[src/hw/redriver_pm_map.svh]
`ifndef REDRIVER_PM_MAP_SVH
`define REDRIVER_PM_MAP_SVH

// Device register offsets
`define MODE_PWR_OFS 8'h09
`define SWING_PRE_OFS 8'h0c
`define LANE_RATE_OFS 8'h30
// Field positions in mode_and_power_control
`define MP_ALT_MODE_BIT 5
`define MP_PWRDN_BIT 3
`define MP_CLK_ONLY_BIT 2
`define MP_CLK_RATIO_BIT 1
// Reset values and alternate-mode presets
`define MODE_PWR_RST 8'h00
`define SWING_PRE_RST 8'h00
`define LANE_RATE_RST 8'h00
`define ALT_SWING_PRE 8'h00
`define ALT_LANE_RATE 8'hfc
// Timing: clk period in ns, hot plug low time, clock examination window
`define CLK_PERIOD_NS 25
`define HPD_LOW_NS 2000000
`define EXAM_MIN_NS 3000
`define EXAM_MAX_NS 5000
`define HPD_LOW_CYC ((`HPD_LOW_NS + `CLK_PERIOD_NS - 1) / `CLK_PERIOD_NS + 1)
`define EXAM_CYC ((`EXAM_MIN_NS + `CLK_PERIOD_NS - 1) / `CLK_PERIOD_NS)
// Controller register offsets on the Avalon side (byte addresses)
`define CTL_CMD_OFS 4'h0
`define CTL_ADDR_OFS 4'h4
`define CTL_WDATA_OFS 4'h8
`define CTL_STAT_OFS 4'hc

`endif

[src/hw/redriver_pm_pkg.sv]
package redriver_pm_pkg;
    typedef enum logic [3:0] {
        PM_DOWN = 4'b0001,
        PM_STBY1 = 4'b0010,
        PM_STBY2 = 4'b0100,
        PM_NORMAL = 4'b1000
    } pm_state_e;
    typedef enum logic [2:0] {
        CT_IDLE = 3'b001,
        CT_WAIT = 3'b010,
        CT_DONE = 3'b100
    } ctl_state_e;
endpackage : redriver_pm_pkg

[src/hw/redriver_link_if.sv]
`timescale 1ns/100ps
`default_nettype none
interface redriver_link_if;
    logic oe;
    logic sink_hotplug_in;
    logic source_hotplug_out;
    logic clk_lane;
    logic reg_wr;
    logic reg_rd;
    logic [7:0] reg_addr;
    logic [7:0] reg_wdata;
    logic [7:0] reg_rdata;
    logic reg_ack;
    modport device (
        input oe, sink_hotplug_in, clk_lane, reg_wr, reg_rd, reg_addr,
        input reg_wdata,
        output source_hotplug_out, reg_rdata, reg_ack
    );
    modport host (
        output oe, reg_wr, reg_rd, reg_addr, reg_wdata,
        input source_hotplug_out, reg_rdata, reg_ack, sink_hotplug_in,
        input clk_lane
    );
endinterface : redriver_link_if
`default_nettype wire

[src/hw/redriver_power_mode_control.sv]
// The Avalon-MM slave port was left to the implementer.
`timescale 1ns/100ps
`default_nettype none
`include "redriver_pm_map.svh"

// Overview of operation
// - Register 09h bit 5 enters alternate mode
// - Alternate mode loads presets, ignores straps
// - No link training; aux bypasses logic
// - Alternate entry enables four lanes, 5.4G
// - Reg 0Ch[7:5] sets swing, all lanes
// - Reg 0Ch[1:0] sets pre-emphasis, all lanes
// - Reg 30h[7:2] lane enables and rate
// - Output-enable low gives full power-down
// - Output-enable rising edge resets configuration
// - Host rewrites configuration after that reset
// - Writing 09h bit 3 powers down
// - Hot plug low over 2 ms powers down
// - Hot plug high without clock: standby
// - Outputs follow clock-lane detector result
// - Source hot plug mirrors sink hot plug
// - Power-down clears all registers
// - Source rewrites clock ratio bit
// - Ratio bit write sets device copy
// - Clock lane examined 3 to 5 us
// - Clock found: normal, else stage one
// - Standby disables data receivers, outputs off
// - 09h bit 2 makes hot plug irrelevant
module redriver_power_mode_control #(
    parameter int HPD_LOW_CYCLES = `HPD_LOW_CYC,
    parameter int EXAM_CYCLES = `EXAM_CYC,
    parameter int MIN_EDGES = 4
) (
    // System
    input wire logic clk,
    input wire logic sys_rst,
    // Link
    redriver_link_if.device link,
    // Strap and status
    input wire logic [7:0] strap_swing_pre,
    output logic rx_data_en,
    output logic rx_clk_en,
    output logic tx_en,
    output logic ddc_en,
    output logic alt_mode,
    output logic [2:0] swing,
    output logic [1:0] preemph,
    output logic [5:0] lane_rate,
    output logic [3:0] pm_state
);
    // ------------------------------------------------------------
    // Input synchronisers
    // ------------------------------------------------------------
    logic [1:0] oe_s, hpd_s, ck_s;
    logic oe_q, ck_q;
    always_ff @(posedge clk) begin
        if (sys_rst) begin
            oe_s <= 2'h0;
            hpd_s <= 2'h0;
            ck_s <= 2'h0;
            oe_q <= 1'b0;
            ck_q <= 1'b0;
        end else begin
            oe_s <= {oe_s[0], link.oe};
            hpd_s <= {hpd_s[0], link.sink_hotplug_in};
            ck_s <= {ck_s[0], link.clk_lane};
            oe_q <= oe_s[1];
            ck_q <= ck_s[1];
        end
    end
    logic oe_rise, ck_edge, oe_on, hpd_on;
    assign oe_on = oe_s[1];
    assign hpd_on = hpd_s[1];
    assign oe_rise = oe_s[1] & ~oe_q;
    assign ck_edge = ck_s[1] ^ ck_q;

    // ------------------------------------------------------------
    // Registers
    // ------------------------------------------------------------
    logic [7:0] mode_and_power_control;
    logic [7:0] global_swing_preemphasis;
    logic [7:0] lane_enable_and_rate;
    logic in_down, clr_regs, enter_down, wr_mp, wr_sp, wr_lr;
    redriver_pm_pkg::pm_state_e st;
    assign in_down = (st == redriver_pm_pkg::PM_DOWN);
    // Oe low or rising holds everything at defaults
    assign clr_regs = ~oe_on | oe_rise;
    assign wr_mp = link.reg_wr & (link.reg_addr == `MODE_PWR_OFS);
    assign wr_sp = link.reg_wr & (link.reg_addr == `SWING_PRE_OFS);
    assign wr_lr = link.reg_wr & (link.reg_addr == `LANE_RATE_OFS);

    always_ff @(posedge clk) begin
        if (sys_rst || clr_regs || enter_down) begin
            mode_and_power_control <= `MODE_PWR_RST;
        end else if (wr_mp) begin
            // Ratio bit copy follows the source's write
            mode_and_power_control <= link.reg_wdata;
        end else if (mode_and_power_control[`MP_PWRDN_BIT]) begin
            // Self-clearing: power-down clears every register
            mode_and_power_control <= `MODE_PWR_RST;
        end
    end

    logic alt_enter;
    assign alt_enter = wr_mp & link.reg_wdata[`MP_ALT_MODE_BIT]
                       & ~mode_and_power_control[`MP_ALT_MODE_BIT];

    always_ff @(posedge clk) begin
        if (sys_rst || clr_regs || enter_down
            || mode_and_power_control[`MP_PWRDN_BIT]) begin
            global_swing_preemphasis <= `SWING_PRE_RST;
            lane_enable_and_rate <= `LANE_RATE_RST;
        end else if (alt_enter) begin
            global_swing_preemphasis <= `ALT_SWING_PRE;
            lane_enable_and_rate <= `ALT_LANE_RATE;
        end else begin
            if (wr_sp) begin
                global_swing_preemphasis <= link.reg_wdata;
            end
            if (wr_lr) begin
                lane_enable_and_rate <= link.reg_wdata;
            end
        end
    end

    // Register read port: one-cycle acknowledge
    always_ff @(posedge clk) begin
        if (sys_rst) begin
            link.reg_ack <= 1'b0;
            link.reg_rdata <= 8'h00;
        end else begin
            link.reg_ack <= link.reg_wr | link.reg_rd;
            if (link.reg_addr == `MODE_PWR_OFS) begin
                link.reg_rdata <= mode_and_power_control;
            end else if (link.reg_addr == `SWING_PRE_OFS) begin
                link.reg_rdata <= global_swing_preemphasis;
            end else if (link.reg_addr == `LANE_RATE_OFS) begin
                link.reg_rdata <= lane_enable_and_rate;
            end else begin
                link.reg_rdata <= 8'h00;
            end
        end
    end

    // ------------------------------------------------------------
    // Timers
    // ------------------------------------------------------------
    logic [21:0] hpd_cnt;
    logic hpd_expired;
    always_ff @(posedge clk) begin
        if (sys_rst || hpd_on || !oe_on) begin
            hpd_cnt <= 22'h0;
        end else if (!hpd_expired) begin
            hpd_cnt <= hpd_cnt + 22'h1;
        end
    end
    assign hpd_expired = (hpd_cnt >= 22'(HPD_LOW_CYCLES));

    logic [12:0] ex_cnt;
    logic [7:0] edge_cnt;
    always_ff @(posedge clk) begin
        if (sys_rst || st != redriver_pm_pkg::PM_STBY2) begin
            ex_cnt <= 13'h0;
            edge_cnt <= 8'h0;
        end else begin
            ex_cnt <= ex_cnt + 13'h1;
            if (ck_edge && edge_cnt != 8'hff) begin
                edge_cnt <= edge_cnt + 8'h1;
            end
        end
    end
    logic ex_done, ck_found;
    assign ex_done = (ex_cnt >= 13'(EXAM_CYCLES));
    assign ck_found = (edge_cnt >= 8'(MIN_EDGES));

    // ------------------------------------------------------------
    // Power state machine
    // ------------------------------------------------------------
    logic go_down, hpd_ok;
    assign hpd_ok = mode_and_power_control[`MP_CLK_ONLY_BIT] | hpd_on;
    assign go_down = ~oe_on | mode_and_power_control[`MP_PWRDN_BIT]
                     | (~mode_and_power_control[`MP_CLK_ONLY_BIT]
                        & hpd_expired);
    // Any path into power-down wipes the registers, hot plug loss too
    assign enter_down = go_down & ~in_down;
    always_ff @(posedge clk) begin
        if (sys_rst) begin
            st <= redriver_pm_pkg::PM_DOWN;
        end else if (go_down) begin
            st <= redriver_pm_pkg::PM_DOWN;
        end else begin
            case (st)
                redriver_pm_pkg::PM_DOWN: begin
                    if (hpd_ok) st <= redriver_pm_pkg::PM_STBY1;
                end
                redriver_pm_pkg::PM_STBY1: begin
                    if (hpd_ok && ck_edge) begin
                        st <= redriver_pm_pkg::PM_STBY2;
                    end
                end
                redriver_pm_pkg::PM_STBY2: begin
                    if (ex_done) begin
                        st <= ck_found ? redriver_pm_pkg::PM_NORMAL
                                       : redriver_pm_pkg::PM_STBY1;
                    end
                end
                redriver_pm_pkg::PM_NORMAL: begin
                    if (!hpd_ok) st <= redriver_pm_pkg::PM_STBY1;
                end
                default: st <= redriver_pm_pkg::PM_DOWN;
            endcase
        end
    end

    // ------------------------------------------------------------
    // Outputs
    // ------------------------------------------------------------
    always_ff @(posedge clk) begin
        if (sys_rst) begin
            link.source_hotplug_out <= 1'b0;
            rx_data_en <= 1'b0;
            rx_clk_en <= 1'b0;
            tx_en <= 1'b0;
            ddc_en <= 1'b0;
            alt_mode <= 1'b0;
            swing <= 3'h0;
            preemph <= 2'h0;
            lane_rate <= 6'h0;
            pm_state <= 4'h1;
        end else begin
            link.source_hotplug_out <= hpd_on;
            rx_data_en <= (st == redriver_pm_pkg::PM_NORMAL);
            rx_clk_en <= ~in_down;
            tx_en <= (st == redriver_pm_pkg::PM_NORMAL);
            // Delayed one stage so it moves together with pm_state
            ddc_en <= oe_q;
            // Aux channel and training are outside this logic
            alt_mode <= mode_and_power_control[`MP_ALT_MODE_BIT];
            if (mode_and_power_control[`MP_ALT_MODE_BIT]) begin
                swing <= global_swing_preemphasis[7:5];
                preemph <= global_swing_preemphasis[1:0];
            end else begin
                swing <= strap_swing_pre[7:5];
                preemph <= strap_swing_pre[1:0];
            end
            lane_rate <= lane_enable_and_rate[7:2];
            pm_state <= st;
        end
    end
endmodule : redriver_power_mode_control
`default_nettype wire

[src/flat_wrapper.sv]
// flat-port wrapper written by rule: the top's interface ports become plain ports
module redriver_power_mode_control_flat 
#(
    parameter int HPD_LOW_CYCLES = `HPD_LOW_CYC,
    parameter int EXAM_CYCLES = `EXAM_CYC,
    parameter int MIN_EDGES = 4
)
  (clk, sys_rst, strap_swing_pre, rx_data_en, rx_clk_en, tx_en, ddc_en, alt_mode, swing, preemph, lane_rate, pm_state, link_oe, link_sink_hotplug_in, link_clk_lane, link_reg_wr, link_reg_rd, link_reg_addr, link_reg_wdata, link_source_hotplug_out, link_reg_rdata, link_reg_ack);
  redriver_link_if link_i ();
  input wire logic clk;
  input wire logic sys_rst;
  input wire logic [7:0] strap_swing_pre;
  output logic rx_data_en;
  output logic rx_clk_en;
  output logic tx_en;
  output logic ddc_en;
  output logic alt_mode;
  output logic [2:0] swing;
  output logic [1:0] preemph;
  output logic [5:0] lane_rate;
  output logic [3:0] pm_state;
  input wire logic [$bits(link_i.oe)-1:0] link_oe;
  input wire logic [$bits(link_i.sink_hotplug_in)-1:0] link_sink_hotplug_in;
  input wire logic [$bits(link_i.clk_lane)-1:0] link_clk_lane;
  input wire logic [$bits(link_i.reg_wr)-1:0] link_reg_wr;
  input wire logic [$bits(link_i.reg_rd)-1:0] link_reg_rd;
  input wire logic [$bits(link_i.reg_addr)-1:0] link_reg_addr;
  input wire logic [$bits(link_i.reg_wdata)-1:0] link_reg_wdata;
  output wire logic [$bits(link_i.source_hotplug_out)-1:0] link_source_hotplug_out;
  output wire logic [$bits(link_i.reg_rdata)-1:0] link_reg_rdata;
  output wire logic [$bits(link_i.reg_ack)-1:0] link_reg_ack;
  assign link_i.oe = link_oe;
  assign link_i.sink_hotplug_in = link_sink_hotplug_in;
  assign link_i.clk_lane = link_clk_lane;
  assign link_i.reg_wr = link_reg_wr;
  assign link_i.reg_rd = link_reg_rd;
  assign link_i.reg_addr = link_reg_addr;
  assign link_i.reg_wdata = link_reg_wdata;
  assign link_source_hotplug_out = link_i.source_hotplug_out;
  assign link_reg_rdata = link_i.reg_rdata;
  assign link_reg_ack = link_i.reg_ack;
  redriver_power_mode_control #(.HPD_LOW_CYCLES(HPD_LOW_CYCLES), .EXAM_CYCLES(EXAM_CYCLES), .MIN_EDGES(MIN_EDGES)) u_core (.clk(clk), .sys_rst(sys_rst), .link(link_i), .strap_swing_pre(strap_swing_pre), .rx_data_en(rx_data_en), .rx_clk_en(rx_clk_en), .tx_en(tx_en), .ddc_en(ddc_en), .alt_mode(alt_mode), .swing(swing), .preemph(preemph), .lane_rate(lane_rate), .pm_state(pm_state));
endmodule
[config.mk]
export PLATFORM = sky130hd
export DESIGN_NAME = redriver_power_mode_control_flat
export DESIGN_NICKNAME = d
export VERILOG_FILES = /design/src/hw/redriver_pm_pkg.sv /design/src/hw/redriver_link_if.sv /design/src/hw/redriver_power_mode_control.sv /design/src/flat_wrapper.sv
export VERILOG_INCLUDE_DIRS = /design/src /design/src/hw
export SDC_FILE = /design/constraint.sdc
export NUM_CORES = 1
export LEC_CHECK = 0
export ABC_CLOCK_PERIOD_IN_PS = 2800
export BUFFER_PORTS_ARGS = -buffer_cell sky130_fd_sc_hd__clkbuf_2
export CORE_MARGIN = 2
export CORE_UTILIZATION = 57
export CTS_CLUSTER_DIAMETER = 120
export DETAILED_ROUTE_END_ITERATION = 8
export GPL_ROUTABILITY_DRIVEN = 0
export GPL_TIMING_DRIVEN = 0
export PLACE_DENSITY = 0.82
export REMOVE_ABC_BUFFERS = 1
export SETUP_SLACK_MARGIN = 0.4
export SYNTH_ARGS = -nofsm -noshare
export SYNTH_HDL_FRONTEND = slang
export SYNTH_SLANG_ARGS = --single-unit
[constraint.sdc]
create_clock -name clk -period 2.8 [get_ports clk]
set_input_delay 0.14 -clock clk [delete_from_list [all_inputs] [get_ports clk]]
set_output_delay 0.14 -clock clk [all_outputs]
set_load 0.02 [all_outputs]
==> flow_summary.yaml <==
global_routing:
  use_met2_pct: 37.7
  grt_pass1_wl_um: 15300
  busiest_layer: "met2"
  grt_antenna_before_repair: 0
  grt_pass1_vias: 3324
  grt_overflow_total: 0
  met1_usage_pct: 28.5
  grt_use_met3_pct: 4.77
  grt_use_total_pct: 22.4
  grt_start_max_net_pins: 39
setup_path:
  crit_type: "flop to flop"
  cp_max_fo: 32
  max_stage_delay_ps: 530
  cp_common_cell: "or4_1"
  critPathSlowestCell: "or4_1"
  critPathLaunch: "u_core.hpd_cnt[21]"
  end_kind: "flop"
  cp_num_buf_inv: 0
  path_cells: "or4_1 > a211o_1 > a21o_2 > or4_1 > a21oi_1"
  start_kind: "flop"
  cp.arrival_ps: 2580
  critPathTopFamily: "simple AND/OR/NAND/NOR gates"
  critPathRequiredTime_ps: 3100
  reg2reg_from: "u_core.hpd_cnt[21]"
final_layout:
  regArea_um2: 2160
  antenna_cells: 0
  design_area_um2: 5010
  syn_to_final_growth_pct: 13.9
  multi_input_area_um2: 2140
  nNetsFinal: 570
  num-fill-cells: 633
  drive_gt1_share_pct: 15.6
logic_synthesis:
  synth_top_cell_by_area: "dfxtp_1"
  synth_cell_types: 51
  synth-seq-area-share_pct: 49.1
  synthCells: 478
  ys_ff_latch: 108
  synth_top_cell_area_share_pct: 49.1
  syn_area_um2: 4400
  avgSynthCellArea_um2: 9.21
  synthTopCellsByArea: "dfxtp_1 (49%), nor2_1 (4.7%), mux2i_1 (4.5%), a21oi_1 (3.8%), nor2b_1 (3.4%)"
  synth-edff-count: 0
  async_flop_share_pct: 0
  synth_top_flop_cell: "dfxtp_1"
  ys_warn_count: 0
floorplan:
  coreArea_um2: 7610
  die_area_um2: 8440
  pin_count: 61
  die_w_um: 91.9
  die_h_um: 91.9
  start_util_pct: 57.9
  rows: 32
routing:
  wl_per_cell_um: 14.4
  ant_nets: 0
  drc_errors: 0
  vias: 3647
  wirelength_um: 9180
  drt_iter0_markers: 343
  dr.pass1.iters: 5
  via_per_inst: 5.71
timing:
  rsz0062_at_grt: "no"
  fmaxAchievable_mhz: 438
  worstMarginPinSlew_ps: 864
  period_needed_ps: 2280
  tns_ps: 0
  maxSlewHeadroom_pct: 41.6
  skew_ps: 18.1
  slew_violations: 0
  finalHoldViolations: 0
  period_share_pct: 81.6
  setup_violations: 0
outcome:
  status: "complete, no violations"
clock_network:
  cts_buffer_depth: 2
  cts_setup_buffers: 0
  cts_root_buf: "clkbuf_8"
  clock_latency_ps: 370
  cts_tree: "done"
  clk_pin_slew_ps: 120
  htreeDepth: 3
  cts.sinks: 108
  numCtsBuffers: 9
job:
  max_cap_violations: 0
min_path:
  min_from: "strap_swing_pre[7]"
  hold_path.class: "input port to flop"
pwr:
  peakVddDrop_uv: 314
  p_leak_uw: 0.00192
  power_density_nw_per_um2: 512
placement:
  placed_area_um2: 4730
  place_hpwl_um: 6410
  port_buffers: 57
cells by family (layout without fill, tap and decap cells):
group / count (synthesis) / count (layout) / synth area share [%]
buffers and inverters: 32 / 91 / 2.87
adders and majority gates: 7 / 7 / 1.99
muxes: 20 / 20 / 4.55
DFF: 108 / 108 / 49.1
AOI/OAI and AO/OA: 82 / 82 / 12.1
and+or+nand+nor: 212 / 212 / 26.0
xor gates and xnor gates: 17 / 17 / 3.38
state kept, by name (all words and copies together), names as in the netlist:
name / cells
u_core.link.source_hotplug_out: 1
u_core.ex_cnt: 13
u_core.rx_data_en: 1
u_core.rx_clk_en: 1
u_core.st: 4
u_core.hpd_s: 2
u_core.link.reg_ack: 1
u_core.oe_q: 1
u_core.oe_s: 2
u_core.hpd_cnt: 22
u_core.ddc_en: 1
u_core.edge_cnt: 8
u_core.global_swing_preemphasis: 8
u_core.link.reg_rdata: 8
u_core.preemph: 2
u_core.lane_rate: 6
u_core.mode_and_power_control: 8
u_core.swing: 3
u_core.pm_state: 4
u_core.lane_enable_and_rate: 8
u_core.ck_s: 2
u_core.ck_q: 1
u_core.alt_mode: 1
worst register-to-register path: cells and delay by family, from the launching register on:
family	cells	cell delay (ps)
simple gates	2	1050
compound gates	3	850
flops	1	320
cells in the final DEF (no fill, tap or decap), drive strengths merged, types with 7 or more instances in the layout:
master,synthesis,layout
o211ai,7,7
nor2,55,55
xnor2,8,8
mux2i,20,20
a21oi,33,33
or4,11,11
nor2b,24,24
nand3b,8,8
a222oi,8,8
and2,9,9
clkbuf,14,66
xor2,9,9
ha,7,7
or3,8,8
nor3,9,9
o21ai,15,15
nand4,7,7
nand2,37,37
dfxtp,108,108
inv,12,17
nand3,18,18
routing by layer:
layer  part of all wire, %  vias to the layer above
li1                      -                     1795
met1                    44                     1718
met2                    49                      125
met3                   5.9                        9
met4                  0.99                        0
met5                     0                        -
final cells by class:
class / count / share of cell area [%]
Clock buffer: 9 / 2.47
Clock inverter: 7 / 1.50
Inverter: 12 / 0.898
Multi-Input combinational cell: 338 / 42.6
Sequential cell: 108 / 43.1
Tap cell: 102 / 2.54
Timing Repair Buffer: 63 / 6.89
what timing repair did:
| item | CTS | global route |
|---|---|---|
| endpoints found under the setup margin | 11 | 24 |
| hold buffers | 5 | 1 |
| gates resized for setup | 2 | 3 |
| hold endpoints to repair | 5 | 1 |
power by group:
part	switching, µW	internal, µW	leakage [µW]	total (µW)
combinational	49.5	36.3	0.000949	85.9
sequential	4.72	1550	0.000873	1550
clock	572	356	0.0000990	929
total	626	1940	0.00192	2570
stage by stage:
| stage | std cells | hold slack, ps | total power, µW | worst slack (ps) | util [%] |
|---|---|---|---|---|---|
| 4_1_cts | 638 | 0.800 | 2580 | 530 | 65.6 |
| 3_3_place_gp | 617 | 356 | 1660 | 451 | 62.2 |
| 2_1_floorplan | 458 | 207 | 1620 | 650 | - |
| 3_5_place_dp | 617 | 369 | 1660 | 317 | 62.2 |
| 6_report | 639 | 19.5 | 2570 | 516 | 65.9 |
| 5_1_grt | 639 | 15.1 | 2670 | 402 | 65.9 |
final timing paths:
kind | end | cells after the start | slack [ps]
worst max-delay path | u_core.hpd_cnt[9] | 5 | 520
worst min-delay path | u_core.swing[2] | 3 | 20
worst max register to register | u_core.hpd_cnt[9] | 5 | 520
worst min register to register | u_core.hpd_s[1] | 1 | 450
Yosys cell counts (8+ instances only):
cell and instances:
o21ai_0 8, a222oi_1 8, xor2_1 9, mux2i_1 20, and2_1 8, nand2_1 37, a21oi_1 33, or4_1 11
nand3_1 18, nand3b_1 8, nor2b_1 24, xnor2_1 8, inv_1 12, dfxtp_1 108, or3_1 8, nor2_1 55
clkbuf_1 14
Power figures use the tool's default switching activity.
